File: config.mk
export PLATFORM = sky130hd
export DESIGN_NAME = atrs_top
export DESIGN_NICKNAME = d
export VERILOG_FILES = /design/src/atrs_hold_slot.v /design/src/atrs_top.v
export VERILOG_INCLUDE_DIRS = /design/src
export SDC_FILE = /design/constraint.sdc
export NUM_CORES = 1
export LEC_CHECK = 0
export ABC_CLOCK_PERIOD_IN_PS = 3400
export BUFFER_PORTS_ARGS = -buffer_cell sky130_fd_sc_hd__buf_2
export CORE_MARGIN = 2
export CORE_UTILIZATION = 43
export CTS_CLUSTER_SIZE = 16
export DETAILED_ROUTE_END_ITERATION = 10
export GPL_TIMING_DRIVEN = 0
export HOLD_SLACK_MARGIN = 0.05
export PLACE_DENSITY = 0.64
export SYNTH_ARGS = -nofsm -noshare
export SYNTH_HDL_FRONTEND = slang
export SYNTH_SLANG_ARGS = --single-unit
export TNS_END_PERCENT = 100
File: constraint.sdc
create_clock -name pclk -period 3.4 [get_ports pclk]
set_clock_uncertainty 0.15 [all_clocks]
set_input_delay 0.34 -clock pclk [delete_from_list [all_inputs] [get_ports pclk]]
set_output_delay 0.34 -clock pclk [all_outputs]
set_load 0.02 [all_outputs]
File: src/atrs_consts.vh
// Purpose: Constants for the asynchronous timer register transfer block.
// Assumes: APB byte addresses, one aligned 32-bit word per register.
// Notes: Register offsets are local choices; field positions follow the status register.
// Overview of operation
// - Async writes land after two oscillator edges
// - Five independent holding registers
// - Compare match suppressed while count/compare pending
// - Interrupt logic rearms after one oscillator cycle
// - Oscillator runs in async mode with external clock off, except power-down and standby
// - Wake starts on next timer clock
// - Count read copy resynced each oscillator edge
// - Flag sync takes three cycles plus timer cycle
// - Compare outputs change on timer clock
// - External clock enable gates crystal and buffer
// - Async select picks oscillator or I/O clock
// - Async write sets busy flag, update clears
// - Async count reads resynced copy, others read holding
`ifndef ATRS_CONSTS_VH
`define ATRS_CONSTS_VH
`define ATRS_OFF_STATUS 12'h000
`define ATRS_OFF_COUNT 12'h004
`define ATRS_OFF_CMP_A 12'h008
`define ATRS_OFF_CMP_B 12'h00c
`define ATRS_OFF_CTRL_A 12'h010
`define ATRS_OFF_CTRL_B 12'h014
`define ATRS_OFF_FLAGS 12'h018
`define ATRS_OFF_SLEEP 12'h01c
`define ATRS_BIT_EXT_CLK 6
`define ATRS_BIT_ASYNC 5
`define ATRS_BIT_CNT_UB 4
`define ATRS_BIT_CMPA_UB 3
`define ATRS_BIT_CMPB_UB 2
`define ATRS_BIT_CTLA_UB 1
`define ATRS_BIT_CTLB_UB 0
`define ATRS_STATUS_RST 8'h00
`define ATRS_REG_RST 8'h00
`define ATRS_XFER_EDGES 2
`define ATRS_FLAG_SYNC_CYC 3
`define ATRS_WAKE_HALT_CYC 3'h4
`define ATRS_SLEEP_PSAVE 3'h3
`define ATRS_SLEEP_NOISE 3'h1
`define ATRS_SLEEP_PDOWN 3'h2
`define ATRS_SLEEP_STBY 3'h6
`endif

File: src/atrs_hold_slot.v
// Purpose: One holding register with its transfer into the timer domain.
// Assumes: tick is a one-cycle pulse per rising oscillator edge.
// Notes: Instantiated once per asynchronously updated register.
`include "atrs_consts.vh"
module atrs_hold_slot #(
    parameter W = 8
) (
    input wire pclk,
    input wire presetn,
    input wire wr,
    input wire async_mode,
    input wire tick,
    input wire [W-1:0] wdata,
    output reg [W-1:0] hold_ff,
    output wire busy,
    output wire load
);
    reg [1:0] edges_ff;
    reg pend_ff;
    // The value is copied once the second oscillator edge is seen.
    assign load = pend_ff && tick && (edges_ff == 2'd1);
    assign busy = pend_ff;
    always @(posedge pclk or negedge presetn) begin
        if (!presetn) begin
            hold_ff <= `ATRS_REG_RST;
            edges_ff <= 2'd0;
            pend_ff <= 1'b0;
        end else if (wr) begin
            hold_ff <= wdata;
            edges_ff <= 2'd0;
            pend_ff <= async_mode;
        end else if (!async_mode) begin
            pend_ff <= 1'b0;
        end else if (load) begin
            pend_ff <= 1'b0;
        end else if (pend_ff && tick) begin
            edges_ff <= edges_ff + 2'd1;
        end
    end
endmodule // atrs_hold_slot

File: src/atrs_top.v
// Purpose: Asynchronous timer clocking and register transfer behind an APB slave.
// Assumes: timer_osc_in_pin is sampled at pclk; pclk exceeds four times its rate.
// Notes: Counter modes and prescaler are outside; the counter simply increments.
`include "atrs_consts.vh"
module atrs_top (
    input wire pclk,
    input wire presetn,
    input wire psel,
    input wire penable,
    input wire pwrite,
    input wire [11:0] paddr,
    input wire [31:0] pwdata,
    output reg [31:0] prdata,
    output wire pready,
    output wire pslverr,
    input wire timer_osc_in_pin,
    output wire osc_enable,
    output wire ext_clk_buf_en,
    output reg cmp_a_out_ff,
    output reg cmp_b_out_ff,
    output wire irq_wake,
    output reg cpu_halt_ff
);
    reg [7:0] status_ff;
    reg [7:0] count_ff;
    reg [7:0] cmp_a_ff;
    reg [7:0] cmp_b_ff;
    reg [7:0] ctrl_a_ff;
    reg [7:0] ctrl_b_ff;
    reg [7:0] count_rd_ff;
    reg [2:0] sleep_ff;
    reg osc_s1_ff;
    reg osc_s2_ff;
    reg osc_prev_ff;
    reg [2:0] flag_raw_ff;
    reg [2:0] flag_s1_ff;
    reg [2:0] flag_s2_ff;
    reg [2:0] flag_s3_ff;
    reg [2:0] flags_ff;
    reg wake_pend_ff;
    reg rearm_ff;
    reg [2:0] halt_cnt_ff;
    wire async_mode = status_ff[`ATRS_BIT_ASYNC];
    wire wr = psel && penable && pwrite;
    wire rd = psel && penable && !pwrite;
    wire [4:0] wsel;
    wire [4:0] busy;
    wire [4:0] load;
    wire [39:0] hold;
    wire osc_rise = osc_s2_ff && !osc_prev_ff;
    wire tick = async_mode ? osc_rise : 1'b1;
    wire osc_stopped = (sleep_ff == `ATRS_SLEEP_PDOWN) || (sleep_ff == `ATRS_SLEEP_STBY);
    wire timer_tick = tick && !(async_mode && osc_stopped);
    wire [7:0] nxt_count = count_ff + 8'h01;
    wire cmp_block = busy[4] | busy[3] | busy[2];
    wire match_a = timer_tick && !cmp_block && (count_ff == cmp_a_ff);
    wire match_b = timer_tick && !cmp_block && (count_ff == cmp_b_ff);
    wire ovf = timer_tick && (count_ff == 8'hff);
    wire addr_ok = (paddr == `ATRS_OFF_STATUS) || (paddr == `ATRS_OFF_COUNT) ||
                   (paddr == `ATRS_OFF_CMP_A) || (paddr == `ATRS_OFF_CMP_B) ||
                   (paddr == `ATRS_OFF_CTRL_A) || (paddr == `ATRS_OFF_CTRL_B) ||
                   (paddr == `ATRS_OFF_FLAGS) || (paddr == `ATRS_OFF_SLEEP);
    assign pready = 1'b1;
    assign pslverr = psel && penable && !addr_ok;
    assign wsel[4] = wr && (paddr == `ATRS_OFF_COUNT);
    assign wsel[3] = wr && (paddr == `ATRS_OFF_CMP_A);
    assign wsel[2] = wr && (paddr == `ATRS_OFF_CMP_B);
    assign wsel[1] = wr && (paddr == `ATRS_OFF_CTRL_A);
    assign wsel[0] = wr && (paddr == `ATRS_OFF_CTRL_B);
    // The crystal runs only with external clock off, and stops in deep sleep.
    assign osc_enable = async_mode && !status_ff[`ATRS_BIT_EXT_CLK] && !osc_stopped;
    assign ext_clk_buf_en = async_mode && status_ff[`ATRS_BIT_EXT_CLK];
    assign irq_wake = |flags_ff;

    genvar gi;
    generate
        for (gi = 0; gi < 5; gi = gi + 1) begin : g_slot
            atrs_hold_slot #(.W(8)) u_slot (
                .pclk(pclk),
                .presetn(presetn),
                .wr(wsel[gi]),
                .async_mode(async_mode),
                .tick(osc_rise),
                .wdata(pwdata[7:0]),
                .hold_ff(hold[gi*8 +: 8]),
                .busy(busy[gi]),
                .load(load[gi])
            );
        end
    endgenerate

    always @(posedge pclk or negedge presetn) begin
        if (!presetn) begin
            osc_s1_ff <= 1'b0;
            osc_s2_ff <= 1'b0;
            osc_prev_ff <= 1'b0;
        end else begin
            osc_s1_ff <= timer_osc_in_pin;
            osc_s2_ff <= osc_s1_ff;
            osc_prev_ff <= osc_s2_ff;
        end
    end

    // Status register: select and enable bits are writable, busy bits mirror the slots.
    always @(posedge pclk or negedge presetn) begin
        if (!presetn) begin
            status_ff <= `ATRS_STATUS_RST;
            sleep_ff <= 3'h0;
        end else begin
            if (wr && paddr == `ATRS_OFF_STATUS) begin
                status_ff[`ATRS_BIT_EXT_CLK] <= pwdata[`ATRS_BIT_EXT_CLK];
                status_ff[`ATRS_BIT_ASYNC] <= pwdata[`ATRS_BIT_ASYNC];
            end
            status_ff[4:0] <= busy;
            status_ff[7] <= 1'b0;
            if (wr && paddr == `ATRS_OFF_SLEEP) begin
                sleep_ff <= pwdata[2:0];
            end else if (cpu_halt_ff) begin
                sleep_ff <= 3'h0;
            end
        end
    end

    // Timer-domain registers. A write in synchronous mode takes effect directly.
    always @(posedge pclk or negedge presetn) begin
        if (!presetn) begin
            count_ff <= `ATRS_REG_RST;
            cmp_a_ff <= `ATRS_REG_RST;
            cmp_b_ff <= `ATRS_REG_RST;
            ctrl_a_ff <= `ATRS_REG_RST;
            ctrl_b_ff <= `ATRS_REG_RST;
            cmp_a_out_ff <= 1'b0;
            cmp_b_out_ff <= 1'b0;
        end else begin
            if (!async_mode && wsel[4]) begin
                count_ff <= pwdata[7:0];
            end else if (load[4]) begin
                count_ff <= hold[39:32];
            end else if (timer_tick) begin
                count_ff <= nxt_count;
            end
            if ((!async_mode && wsel[3]) || load[3]) begin
                cmp_a_ff <= async_mode ? hold[31:24] : pwdata[7:0];
            end
            if ((!async_mode && wsel[2]) || load[2]) begin
                cmp_b_ff <= async_mode ? hold[23:16] : pwdata[7:0];
            end
            if ((!async_mode && wsel[1]) || load[1]) begin
                ctrl_a_ff <= async_mode ? hold[15:8] : pwdata[7:0];
            end
            if ((!async_mode && wsel[0]) || load[0]) begin
                ctrl_b_ff <= async_mode ? hold[7:0] : pwdata[7:0];
            end
            // Outputs toggle on the timer tick itself, with no processor resync.
            if (match_a) begin
                cmp_a_out_ff <= !cmp_a_out_ff;
            end
            if (match_b) begin
                cmp_b_out_ff <= !cmp_b_out_ff;
            end
        end
    end

    // In async mode the count read copy refreshes only on an oscillator edge, so after a
    // power-save wake it shows the count sampled at the wake edge until the next edge.
    always @(posedge pclk or negedge presetn) begin
        if (!presetn) begin
            count_rd_ff <= `ATRS_REG_RST;
        end else if (!async_mode || osc_rise) begin
            count_rd_ff <= count_ff;
        end
    end

    // Flags raised in the timer domain wait for the next timer tick, then pass
    // three processor stages; only the last two feed the edge detect, so the
    // first stage is never read by anything but the second.
    always @(posedge pclk or negedge presetn) begin
        if (!presetn) begin
            flag_raw_ff <= 3'h0;
            flag_s1_ff <= 3'h0;
            flag_s2_ff <= 3'h0;
            flag_s3_ff <= 3'h0;
            flags_ff <= 3'h0;
        end else begin
            if (timer_tick) begin
                flag_raw_ff <= {match_b, match_a, ovf};
            end
            flag_s1_ff <= flag_raw_ff;
            flag_s2_ff <= flag_s1_ff;
            flag_s3_ff <= flag_s2_ff;
            if (wr && paddr == `ATRS_OFF_FLAGS) begin
                flags_ff <= (flags_ff & ~pwdata[2:0]) | (flag_s3_ff & ~flag_s2_ff);
            end else begin
                flags_ff <= flags_ff | (flag_s3_ff & ~flag_s2_ff);
            end
        end
    end

    // Wake: a flag seen in power-save or noise sleep starts wake on the next
    // timer tick, then the processor is halted for four cycles. The interrupt
    // logic rearms only after one more oscillator edge.
    always @(posedge pclk or negedge presetn) begin
        if (!presetn) begin
            wake_pend_ff <= 1'b0;
            rearm_ff <= 1'b1;
            halt_cnt_ff <= 3'h0;
            cpu_halt_ff <= 1'b0;
        end else begin
            if (rearm_ff && (|flags_ff) &&
                (sleep_ff == `ATRS_SLEEP_PSAVE || sleep_ff == `ATRS_SLEEP_NOISE)) begin
                wake_pend_ff <= 1'b1;
                rearm_ff <= 1'b0;
            end else if (!rearm_ff && !wake_pend_ff && tick) begin
                rearm_ff <= 1'b1;
            end
            if (wake_pend_ff && tick) begin
                wake_pend_ff <= 1'b0;
                halt_cnt_ff <= `ATRS_WAKE_HALT_CYC;
                cpu_halt_ff <= 1'b1;
            end else if (halt_cnt_ff > 3'h1) begin
                halt_cnt_ff <= halt_cnt_ff - 3'h1;
            end else begin
                halt_cnt_ff <= 3'h0;
                cpu_halt_ff <= 1'b0;
            end
        end
    end

    always @* begin
        prdata = 32'h0000_0000;
        if (rd) begin
            case (paddr)
                `ATRS_OFF_STATUS: prdata[7:0] = status_ff;
                `ATRS_OFF_COUNT: prdata[7:0] = async_mode ? count_rd_ff : count_ff;
                `ATRS_OFF_CMP_A: prdata[7:0] = hold[31:24];
                `ATRS_OFF_CMP_B: prdata[7:0] = hold[23:16];
                `ATRS_OFF_CTRL_A: prdata[7:0] = hold[15:8];
                `ATRS_OFF_CTRL_B: prdata[7:0] = hold[7:0];
                `ATRS_OFF_FLAGS: prdata[2:0] = flags_ff;
                `ATRS_OFF_SLEEP: prdata[2:0] = sleep_ff;
                default: prdata = 32'h0000_0000;
            endcase
        end
    end
endmodule // atrs_top

### After elaboration in Yosys (flattened, before gate mapping)

Index checks and enable logic that the tools add are counted.

| word-level totals | value |
|---|---|
| register bits after elaboration | 123 |
| input port bits | 50 |
| output and inout bits | 40 |

| cells by class | value |
|---|---|
| add/sub/neg operators | 7 |
| magnitude comparators | 1 |
| equal/unequal tests | 30 |
| mux-type cells | 56 |
| bitwise logic cells | 8 |
| reduce and logical (&&, ||, !) cells | 85 |

Operator list:

| kind | number |
|---|---|
| 8-bit 2-to-1 mux | 7 |
| 12-bit by 5-bit == test with 1-bit output (second input constant) | 4 |
| 1-bit logical AND | 40 |
| 2-bit 2-to-1 mux | 20 |
| 5-bit one-hot mux with 6 select lines | 1 |
| 2-bit nonzero test | 13 |
| 12-bit by 4-bit == test with 1-bit output (second input constant) | 2 |
| 3-bit one-hot mux with 8 select lines | 1 |
| 1-bit 2-to-1 mux | 22 |
| 8-bit == test | 2 |
| 3-bit 2-to-1 mux | 5 |
| 3-bit by 1-bit != test with 1-bit output (second input constant) | 5 |
| 3-bit AND reduction | 5 |
| 12-bit by 3-bit == test with 1-bit output (second input constant) | 1 |
| 1-bit zero test | 12 |
| 12-bit zero test | 1 |
| 1-bit logical OR | 12 |
| 2-bit by 1-bit adder with 2-bit output (second input constant) | 5 |
| 2-bit by 1-bit == test with 1-bit output (second input constant) | 5 |
| 2-bit by 1-bit != test with 1-bit output (second input constant) | 5 |
| 8-bit by 1-bit adder with 8-bit output (second input constant) | 1 |
| 8-bit == test (second input constant) | 1 |
| 3-bit bitwise AND | 2 |
| 3-bit by 2-bit == test with 1-bit output (second input constant) | 2 |
| other kinds (10) | 13 |

### Longest topological paths before layout

Gate-level depths: netlist of run 1.

| logic depth | value |
|---|---|
| depth in word-level cells | 10 |
| depth in mapped cells | 8 |
| mapped depth without buffers | 7 |

### Cells and area by module

From an unflattened synthesis of run 1, not the netlist that was laid out.

| second synthesis, totals | value |
|---|---|
| cell total of the unflattened synthesis | 580 |
| area, all modules | 6247.2 um^2 |

Modules (own cells, without submodules):

| module | times used | cells each | area each (um^2) |
|---|---|---|---|
| atrs_top | 1 | 415 | 3913.8 |
| atrs_hold_slot | 5 | 33 | 466.7 |

### Worst setup path after synthesis of run 1

No wires, ideal clock.

| timing | value |
|---|---|
| path type | input -> output |
| start | input paddr[9] |
| end | output prdata[2] |
| data arrival time | 2057 ps |
| required time | 2910 ps |
| path slack | 853 ps |
| stages on the path | 5 |
| cells stage by stage | nor4_4 > nand3_4 > or3_2 > clkbuf_1 > a211oi_1 |

| between the ends | value |
|---|---|
| word-level cells in the longest chain between the ends | 3 |

Ends and longest elaborated chain:

| what | line | text |
|---|---|---|
| start, declared | atrs_top.v:11 | `input wire [11:0] paddr,` |
| 12-bit by 5-bit == test with 1-bit output, or another cell as far along | atrs_top.v:232 | `case (paddr)` |
| 3-bit one-hot mux with 8 select lines (*) | atrs_top.v:232 |  |
| 8-bit 2-to-1 mux (*) | atrs_top.v:231 | `if (rd) begin` |
| end, declared | atrs_top.v:13 | `output reg [31:0] prdata,` |

Every way passes the cells marked *; elsewhere a longest branch is shown, timed or not.

### Final worst setup path of run 1

| timing | value |
|---|---|
| start | register status_ff[5] |
| end | output osc_enable |

| between the ends | value |
|---|---|
| word-level cells in the longest chain between the ends | 2 |

Ends and longest elaborated chain:

| what | line | text |
|---|---|---|
| start, declared | atrs_top.v:24 | `reg [7:0] status_ff;` |
| start signal, assigned | atrs_top.v:107 | `` status_ff <= `ATRS_STATUS_RST; `` |
| start signal, assigned by index | atrs_top.v:111 | `` status_ff[`ATRS_BIT_EXT_CLK] <= pwdata[`ATRS_BIT_EXT_CLK]; `` |
| start signal, assigned by index | atrs_top.v:112 | `` status_ff[`ATRS_BIT_ASYNC] <= pwdata[`ATRS_BIT_ASYNC]; `` |
| 1-bit logical AND (2 in a row) | atrs_top.v:71 | `` assign osc_enable = async_mode && !status_ff[`ATRS_BIT_EXT_CLK] && !osc_stopped; `` |
| end, declared | atrs_top.v:17 | `output wire osc_enable,` |

Every way passes these cells.

==> key figures, run 1 <==
Timing
  – Final hold violations: 0
  – Final TNS setup: 0 ps
  – Max Fclk: just over 0.3 GHz
  – Final setup violating endpoints: 0
  – Post-route minimum period: about 3300 ps
  – Worst-Margin Slew: between 1000 and 1500 ps
  – Tcrit/Tclk final: 0.960
  – Slew HR: 0.234
  – Count of pins over their slew limit: 0
  – RSZ-0062 raised after global routing: no

Critical path
  – Worst-path cell chain: buf_1 -> buf_1 -> clkbuf_2 -> nor3b_1 -> buf_2
  – R2R Setup Slk: around 740 ps
  – Cell mode on critical path: buf_1
  – RR Startpoint: status_ff[5]$_DFFE_PN0P_
  – CP Launch Type: register
  – CP delay by family, top: buffers and inverters
  – Reg2reg end: halt_cnt_ff[0]$_DFF_PN0_
  – Worst r2r path cells: 6
  – CP Class: register to primary output
  – Slowest cell on crit path: buf_1
  – Crit path buffers/inverters: 4
  – Worst Path Arrival: about 2800 ps
  – Largest stage delay, worst path: 540 ps
  – Worst Path Required: 2910 ps
  – CP Max Fanout: 10
  – Crit. End Element: primary output

GRT
  – Total global-route track usage: 0.220
  – Global-route wire length before repair: between 20 and 30 mm
  – Initial antenna violation count: 0
  – Largest net degree at the start of global routing: a little under 100
  – GR Overflow Total: 0
  – Vias in the first global route: roughly 4800

Placement
  – I/O Buffers: 36
  – Gp weighted congestion: 0.913
  – HPWL Detailed: 11.9 mm

Routing
  – Uppermost layer routed: met4
  – DRC: 0
  – Vias post-DR: 4870
  – Met1 WL: roughly 7 mm
  – Total Routed Length: 16.6 mm
  – Initial DRC Count: ~380
  – Routed WL per cell: around 19 µm
  – Drt via density: ~5.7
  – Met3 WL: between 1 and 1.5 mm
  – Pre-Repair DR Iteration Count: 7
  – Post-route ant nets: 0
  – Met2 Wirelength: 7.83 mm

Final layout
  – Commonest non-fill, non-tap cell in the layout: dfrtp_1
  – Layout cell share with drive strength beyond 1: 0.260
  – Antenna cells: 0
  – Most frequent cells in the layout: dfrtp_1, nand2_1, mux2_2
  – Layout Nets: about 720
  – Area delta synth->final: 17.0%

Synth
  – Simple-Gate Fraction of Synth Area: 0.138
  – Share of the synthesized area in the top cell type: 0.483
  – Post-synthesis sequential area ratio: 0.487
  – Synthesized area per cell: roughly 11 µm²
  – Post-synth EDFFs: 0
  – Asr flop ratio synth: 1.00
  – Unique masters post-synth: between 60 and 70
  – Synth Area in Compound Gates: 0.122
  – Post-Syn Area: about 6300 µm²
  – Post-Synth XOR/XNOR Area: 0.0388
  – Post-synthesis adder-cell area fraction: 0.0138
  – Largest family of logic cells by synthesized area: simple AND/OR/NAND/NOR gates
  – Ranking of synthesized cells by area: dfrtp_1, mux2_2, nand2_1
  – Mapped Cells: ~590
  – Post-synth top area cell: dfrtp_1
  – Yosys warns: 0
  – Register bit total from synthesis: about 120
  – Synth Flop Type: dfrtp_1
  – Mux share of post-synthesis cell area: 0.133

Run
  – Max Cap Violations: 0

Power
  – VDD IR max: roughly 0.4 mV
  – Static Leak: 3.46 nW
  – PwrDens: roughly 540 nW/µm²
  – Power, Total: around 4 mW

Worst hold path
  – Hold_sp: pwdata[4]
  – Hold crit path type: input port to register
  – Hold Path Depth: 3
  – Hold path endpoint: g_slot[4].u_slot.hold_ff[4]$_DFFE_PN0P_

Die
  – Std-Cell Core Area: between 10000 and 15000 µm²
  – Top Ports: 90
  – Die H: 125 µm
  – Die ar.: about 16000 µm²
  – Site Rows: 44
  – Initial core utilization: 0.437
  – Die Span X: between 100 and 150 µm

Clocking
  – CTS Buf Count: 17
  – CTS root buf: clkbuf_16
  – Clock Pin Slew Worst Setup and Hold Paths: about 50 ps
  – CTS Sinks: between 100 and 150
  – Setup Buffers After CTS: 0
  – Clock Latency Late Sink: 420 ps
  – CTS tree: done
  – H-Tree Level Count: 4
  – Clk buf depth: 2

Run status
  – Status: finished clean
[routing by layer]
layer	vias to the layer above	track usage
met2	185	0.346
met4	0	0.0987
li1	2207	-
met3	36	0.0518
met1	2442	0.290
met5	-	0
[worst min-delay path: stages]
cell,delay [ps]
buf_2,170
nand2_1,80
nand2_1,50
[through the flow]
step           instance area [µm²]   util  std cells  hold slack [ps]  setup slack [ps]
2_1_floorplan                 6410      -        608             -106               853
3_3_place_gp                  6820  0.471        828              185               316
3_5_place_dp                  6860  0.473        829             72.5               434
4_1_cts                       7400  0.511        860             93.1               128
5_1_grt                       7400  0.511        860              112              50.2
6_report                      7400  0.511        860              113               136
[power by group]
| group | switching [mW] | leakage [nW] | internal [mW] |
|---|---|---|---|
| sequential | 0.0683 | 1.62 | 1.59 |
| clock | 0.609 | 0.259 | 1.01 |
| combinational | 0.410 | 1.58 | 0.305 |
[how the worst max path moves through the flow]
stage | start | endpoint | cells after the start
global placement | presetn | flag_raw_ff[2]$_DFFE_PN0P_ | 1
detailed placement | status_ff[5]$_DFFE_PN0P_ | osc_enable | 5
CTS | status_ff[5]$_DFFE_PN0P_ | osc_enable | 5
finish | status_ff[5]$_DFFE_PN0P_ | osc_enable | 5
floorplan | paddr[9] | prdata[2] | 5
global route | status_ff[5]$_DFFE_PN0P_ | osc_enable | 5
[flip-flops by register name (all words and copies together), names as in the netlist]
signal,flops
g_slot.u_slot.hold_ff,40
g_slot.u_slot.edges_ff,10
cmp_a_ff,8
cmp_b_ff,8
count_ff,8
count_rd_ff,8
status_ff,7
g_slot.u_slot.busy,5
flag_raw_ff,3
flag_s1_ff,3
flag_s2_ff,3
flag_s3_ff,3
flags_ff,3
halt_cnt_ff,3
sleep_ff,3
cmp_a_out_ff,1
cmp_b_out_ff,1
cpu_halt_ff,1
osc_prev_ff,1
osc_s1_ff,1
osc_s2_ff,1
rearm_ff,1
wake_pend_ff,1
[cell usage after synthesis, types with 14 or more instances]
library cell  instances
buf_4                26
nand2_1              68
a21oi_1              15
mux2i_1              24
nor2_1               27
o21ai_0              28
mux2_2               48
o221a_2              16
clkbuf_1             21
dfrtp_1             122
xnor2_1              21
inv_1                14
[final cells by class]
cell class | count | area [µm²]
Buffer | 63 | 363
Inverter | 14 | 52.6
Fill cell | 1325 | 7080
Multi-Input combinational cell | 408 | 2920
Clock buffer | 27 | 513
Sequential cell | 123 | 3080
Timing Repair Buffer | 39 | 234
Clock inverter | 2 | 10.0
Tap cell | 184 | 230
[timing repair]
| action | in CTS | in global routing |
|---|---|---|
| gates resized for setup | 1 | 0 |
| hold endpoints to repair | 88 | 0 |
| hold buffers | 2 | 0 |
| setup endpoints to repair | 1 | 0 |
[logic make-up (layout without fill, tap and decap cells)]
group | Yosys count | count (layout)
buffers and inverters | 77 | 145
other | 2 | 25
xor gates and xnor gates | 28 | 28
AOI/OAI and AO/OA | 104 | 104
DFF | 123 | 123
and+or+nand+nor | 169 | 169
adders and majority gates | 7 | 7
muxes | 75 | 75
Note: power is estimated with default switching activity, not from simulation.
==> run 2, diff against run 1 <==
Settings changed: BUFFER_PORTS_ARGS -buffer_cell sky130_fd_sc_hd__buf_2 to default, DONT_BUFFER_PORTS from default to 1, MAX_ROUTING_LAYER from default to met4, PLACE_DENSITY 0.64 to 0.59.
==> run 2 against run 1 <==
- power is 6.3% higher
- cell area decreased by 0.30%
- sequential share of layout area increased by 0.13 points
- largest power group is now clock
- via count fell by 3.4%
- first-iteration DRC count fell by 22%
- critical path type unchanged
- die area unchanged
- count of clock-buffer cells in the layout is 2 lower
==> key figures, run 2 (synthesis gave the netlist of run 1 again) <==
Clocking
  – Clock Latency Late Sink: 420 ps (about the same)
  – CTS root buf: clkbuf_16
  – H-Tree Level Count: 4 (unchanged)
  – Clk buf depth: 2 (unchanged)
  – Setup Buffers After CTS: 0 (unchanged)
  – Clock Pin Slew Worst Setup and Hold Paths: 50 ps (about the same)
  – CTS Buf Count: 17 (unchanged)
  – CTS Sinks: 123 (unchanged)
  – CTS tree: done

Run status
  – Status: finished clean

Worst hold path
  – Hold crit path type: input port to register
  – Hold Path Depth: 2 (-1)
  – Hold path endpoint: g_slot[4].u_slot.hold_ff[2]$_DFFE_PN0P_
  – Hold_sp: pwdata[2]

Timing
  – RSZ-0062 raised after global routing: no
  – Final hold slack: 91.3 ps (-21.5 ps)
  – Count of pins over their slew limit: 0 (unchanged)
  – Worst-Margin Slew: 1240 ps (+97.3 ps)
  – Slew HR: 0.168 (-0.0654)
  – Final TNS setup: 0 ps (unchanged)
  – Post-route minimum period: 3170 ps (-97.6 ps)
  – Final setup violating endpoints: 0 (unchanged)
  – Final hold violations: 0 (unchanged)
  – Max Fclk: 0.316 GHz (+3.1%)
  – Tcrit/Tclk final: 0.931 (-0.0287)

Routing
  – Vias post-DR: 4704 (-3.4%)
  – Drt via density: 5.65 (-0.16%)
  – Met3 WL: 912 µm (-20%)
  – Pre-Repair DR Iteration Count: 7 (unchanged)
  – DRC: 0 (unchanged)
  – Routed WL per cell: 20.2 µm (+4.8%)
  – Uppermost layer routed: met4
  – Post-route ant nets: 0 (unchanged)
  – Total Routed Length: 16.8 mm (+1.4%)
  – Met2 Wirelength: 7.88 mm (+0.60%)
  – Initial DRC Count: 298 (-22%)
  – Met1 WL: 7.55 mm (+6.2%)

Run
  – Max Cap Violations: 0 (unchanged)

Critical path
  – Worst Path Arrival: 2680 ps (-90 ps)
  – CP Max Fanout: 10 (unchanged)
  – RR Startpoint: osc_prev_ff$_DFF_PN0_
  – CP Class: register to primary output
  – Reg2reg end: cmp_a_out_ff$_DFFE_PN0P_
  – Worst Path Required: 2910 ps (about the same)
  – Worst r2r path cells: 5 (-1)
  – Crit. End Element: primary output
  – CP Launch Type: register
  – Worst setup startpoint: status_ff[5]$_DFFE_PN0P_
  – R2R Setup Slk: 740 ps (about the same)

Final layout
  – Largest registers: g_slot.u_slot.hold_ff (40), g_slot.u_slot.edges_ff (10)
  – Antenna cells: 0 (unchanged)
  – Register area: 3080 µm² (unchanged)
  – Filler Cell Count: 1292 (-2.5%)
  – Layout Nets: 693 (-4.1%)
  – Max FFs per register: 40 (unchanged)
  – Multi-input gate area: 2920 µm² (+0.17%)
  – Commonest non-fill, non-tap cell in the layout: dfrtp_1
  – Most flops, register: g_slot.u_slot.hold_ff
  – Area delta synth->final: 16.6%
  – Layout cell share with drive strength beyond 1: 0.224 (-0.0366)
  – Finished Core Util: 0.510 (-0.00155)
  – Post-route cell area: 7380 µm² (-0.30%)
  – Most frequent cells in the layout: dfrtp_1, nand2_1, mux2_2

Power
  – VDD IR max: 0.320 mV (-19%)
  – Net Sw Frac: 0.260 (-0.0123)
  – Combinational fraction of design power: 0.161 (-0.018)
  – Clock group share of total power: 0.444 (+0.038)
  – PwrDens: 575 nW/µm² (+6.6%)
  – Power, Total: 4.24 mW (+6.3%)
  – Static Leak: 3.37 nW (-2.5%)
  – Flop pwr share: 0.395 (-0.020)
  – Int Pwr: 3.14 mW (+8.1%)
  – P_sw: 1.10 mW (+1.5%)

Die
  – Initial core utilization: 0.437 (unchanged)
  – Top Ports: 90 (unchanged)
  – Std-Cell Core Area: 14500 µm² (unchanged)
  – Site Rows: 44 (unchanged)
  – Die Span X: 125 µm (unchanged)
  – Die H: 125 µm (unchanged)
  – Die ar.: 15700 µm² (unchanged)

Placement
  – HPWL Detailed: 12.0 mm (+0.94%)
  – I/O Buffers: 0 (-100%)
  – Placed cell areas: 6640 µm² (-3.1%)
  – Gp weighted congestion: 0.891 (-2.4%)

GRT
  – GR Overflow Total: 0 (unchanged)
  – Largest net degree at the start of global routing: 124 (+25%)
  – Vias in the first global route: 4592 (-4.0%)
  – Initial antenna violation count: 0 (unchanged)
  – Global-route wire length before repair: 26.2 mm (-0.26%)
  – Total global-route track usage: 0.228 (+0.00811)
[run 2: changes by cell type in the layout (fill, tap and decap cells not counted), sizes merged]
| cell | delta |
|---|---|
| bufinv | +3 |
| dlygate4sd3 | +6 |
| buf | -36 |
| clkbuf | -2 |
| clkinvlp | +1 |
[run 2: cell type report]
cell class                 instances  share of cell area
clock buffer                      25              0.0699
timing repair buffer               9              0.0146
tap                              184              0.0312
sequential                       123               0.417
buffer                            63              0.0490
clock inverter                     6              0.0146
multi-input combinational        408               0.396
inverter                          14             0.00712
[run 2: metrics by stage]
step                      worst slack (ps)  cells
after floorplan                        853    608
after global placement                 417    792
after detailed placement               420    792
after CTS                              217    832
after global routing                   101    832
final                                  233    832
[run 2: critical path: stages, from the launching register on]
cell	delay [ps]
dfrtp_1	390
buf_1	480
buf_1	410
clkbuf_1	500
nor3b_2	480
[run 2: what timing repair did]
item,4_1_cts,5_1_grt
resized for setup,1,0
hold buffers,9,0
endpoints found under the setup margin,1,0
hold endpoints to repair,169,0
[run 2: how the worst max path moves through the flow]
stage | to | slack (ps) | cells past startpoint
after CTS | osc_enable | 220 | 4
after global routing | osc_enable | 100 | 4
final | osc_enable | 230 | 4
after detailed placement | prdata[2] | 420 | 5
after floorplan | prdata[2] | 850 | 5
after global placement | prdata[2] | 420 | 5
[run 2: power by group through the flow]
stage          sequential, mW  clock [mW]  combinational [mW]
6_report                 1.68        1.89               0.682
5_1_grt                  1.69        1.99               0.748
4_1_cts                  1.68        1.91               0.681
3_5_place_dp             1.70           0               0.624
3_3_place_gp             1.69           0               0.605
2_1_floorplan            1.68           0               0.495
[run 2: per-layer routing]
layer / vias to the layer above / GRT usage
met5: - / -
met4: 0 / 0.0908
met3: 29 / 0.0509
met2: 180 / 0.341
met1: 2362 / 0.302
li1: 2133 / -
==> run 3, diff against run 2 <==
Settings changed: BUFFER_PORTS_ARGS from default to -buffer_cell sky130_fd_sc_hd__buf_2, CORE_UTILIZATION 43 to 45, DONT_BUFFER_PORTS 1 to default, PLACE_DENSITY 0.59 to 0.66.
==> run 3 against run 2 <==
- critical path depth grew 3
- cell count grew 3.2%
- cell area grew 1.1%
- critical endpoint is now prdata[6]
==> key figures, run 3 (synthesis gave the netlist of run 1 again) <==
Critical path
  – Slowest cell on crit path: buf_1
  – Largest stage delay, worst path: 540 ps (+40 ps)
  – Worst r2r path cells: 6 (+1)
  – Crit. End Element: primary output
  – R2R Setup Slk: 700 ps (-40 ps)
  – CP delay by family, top: buffers and inverters
  – RR Startpoint: status_ff[5]$_DFFE_PN0P_
  – Crit path buffers/inverters: 2 (-1)
  – Worst-path cell chain: buf_1 -> mux2_2 -> a222oi_1 -> nor2_1 -> a31oi_1 -> a21oi_1 -> buf_2
  – Reg2reg end: halt_cnt_ff[0]$_DFF_PN0_
  – CP Class: register to primary output
  – Worst Path Arrival: 2710 ps (+30 ps)
  – Worst Path Required: 2910 ps (about the same)
  – CP Max Fanout: 10 (unchanged)
  – CP Launch Type: register

GRT
  – Gr busiest metal: met2
  – M3 GR Usage: 0.0488 (-0.00213)
  – Vias in the first global route: 4638 (+1.0%)
  – Initial antenna violation count: 0 (unchanged)
  – Routing usage on met1: 0.320 (+0.0178)
  – Global-route wire length before repair: 26.0 mm (-0.66%)
  – GR Overflow Total: 0 (unchanged)
  – Largest net degree at the start of global routing: 96 (-23%)
  – Met2 Resource Use GR: 0.367 (+0.0259)
  – Total global-route track usage: 0.243 (+0.0154)

Clocking
  – CTS Buf Count: 17 (unchanged)
  – H-Tree Level Count: 4 (unchanged)
  – CTS root buf: clkbuf_16
  – Setup Buffers After CTS: 0 (unchanged)
  – Clk buf depth: 2 (unchanged)
  – Clock Latency Late Sink: 420 ps (about the same)
  – CTS tree: done
  – CTS Sinks: 123 (unchanged)
  – Clock Pin Slew Worst Setup and Hold Paths: 60 ps (about the same)

Final layout
  – Most frequent cells in the layout: dfrtp_1, nand2_1, mux2_2
  – Max FFs per register: 40 (unchanged)
  – Commonest non-fill, non-tap cell in the layout: dfrtp_1
  – Layout cell share with drive strength beyond 1: 0.265 (+0.0413)
  – Area delta synth->final: 17.9%
  – Largest registers: g_slot.u_slot.hold_ff (40), g_slot.u_slot.edges_ff (10)
  – Antenna cells: 0 (unchanged)
  – Layout Nets: 723 (+4.3%)
  – Multi-input gate area: 2920 µm² (-0.17%)
  – Filler Cell Count: 1188 (-8.0%)
  – Finished Layout Cells: 859 (+3.2%)
  – Most flops, register: g_slot.u_slot.hold_ff
  – Register area: 3080 µm² (unchanged)

Placement
  – Gp weighted congestion: 0.909 (+2.0%)
  – Pre-CTS WS: 524 ps (+104 ps)
  – Post-Place Cells: 825 (+4.2%)
  – I/O Buffers: 36 (+36)
  – HPWL Detailed: 11.9 mm (-1.1%)

Worst hold path
  – Hold Path Depth: 3 (+1)
  – Hold path endpoint: sleep_ff[0]$_DFFE_PN0P_
  – Hold_sp: pwdata[0]
  – Hold crit path type: input port to register

Power
  – Power, Total: 4.15 mW (-2.1%)
  – PwrDens: 557 nW/µm² (-3.2%)
  – VDD IR max: 0.288 mV (-10%)
  – Static Leak: 3.49 nW (+3.4%)

Timing
  – Post-route minimum period: 3200 ps (+31.4 ps)
  – RSZ-0062 raised after global routing: no
  – Final hold violations: 0 (unchanged)
  – Final TNS setup: 0 ps (unchanged)
  – Tcrit/Tclk final: 0.941 (+0.00924)
  – Worst-Margin Slew: 1130 ps (-111 ps)
  – Slew HR: 0.243 (+0.0745)
  – Count of pins over their slew limit: 0 (unchanged)
  – Final setup violating endpoints: 0 (unchanged)
  – Max Fclk: 0.313 GHz (-0.98%)
  – Final WS setup: 202 ps (-31.4 ps)

Routing
  – Drt via density: 5.65 (about the same)
  – Total Routed Length: 16.5 mm (-1.9%)
  – Initial DRC Count: 414 (+39%)
  – DRC: 0 (unchanged)
  – Pre-Repair DR Iteration Count: 6 (-1)
  – Post-route ant nets: 0 (unchanged)
  – Vias post-DR: 4855 (+3.2%)
  – Routed WL per cell: 19.2 µm (-5.0%)

Die
  – Die ar.: 15000 µm² (-4.3%)
  – Die H: 123 µm (-2.2%)
  – Top Ports: 90 (unchanged)
  – Site Rows: 43 (-2.3%)
  – Die Span X: 123 µm (-2.2%)
  – Initial core utilization: 0.457 (+0.0206)
  – Std-Cell Core Area: 13800 µm² (-4.5%)

Run
  – Max Cap Violations: 0 (unchanged)

Run status
  – Status: finished clean
run 3: through the flow:
stage / hold slack, ps / cell area (µm²) / utilization
floorplan: -106 / 6410 / -
global route: 125 / 7450 / 0.539
finish: 111 / 7450 / 0.539
CTS: 94.4 / 7450 / 0.539
global placement: 185 / 6820 / 0.493
detailed placement: 81.5 / 6850 / 0.495
run 3: layer usage:
layer	wire length (µm)	vias up
met5	0	-
met4	503	0
met3	984	31
met2	7840	197
met1	7170	2431
li1	-	2196
run 3: area by class of cell:
cell class / instances / share of cell area
flip-flops and latches: 123 / 0.413
inverters: 14 / 0.00705
well taps: 180 / 0.0302
clock inverters: 7 / 0.0117
plain buffers: 63 / 0.0487
clock buffers: 25 / 0.0665
multi-input cells: 408 / 0.391
repair buffers: 39 / 0.0314
run 3: worst max path at each step:
stage | from | to | cells after the start
after floorplan | paddr[9] | prdata[2] | 5
after global placement | presetn | cmp_b_out_ff$_DFFE_PN0P_ | 1
after detailed placement | status_ff[5]$_DFFE_PN0P_ | osc_enable | 5
after CTS | status_ff[5]$_DFFE_PN0P_ | osc_enable | 5
after global routing | status_ff[5]$_DFFE_PN0P_ | prdata[6] | 7
final | status_ff[5]$_DFFE_PN0P_ | prdata[6] | 7
run 3: worst reg2reg max path: cells and delay by family (launching register included):
family	cells	cell delay (ps)
AOI/OAI and AO/OA	1	140
buffers and inverters	2	1060
and+or+nand+nor	3	870
DFF	1	420
run 3: power breakdown:
| part | total, mW | switching [mW] | internal [mW] | leakage [nW] |
|---|---|---|---|---|
| Clock | 1.78 | 0.626 | 1.15 | 0.287 |
| Sequential | 1.66 | 0.0699 | 1.59 | 1.62 |
| Combinational | 0.720 | 0.415 | 0.305 | 1.58 |
run 3: what timing repair did:
action                                  CTS  global route
hold buffers                              2             0
endpoints found under the setup margin    0             1
resized for setup                         0             2
hold endpoints to repair                 40             0
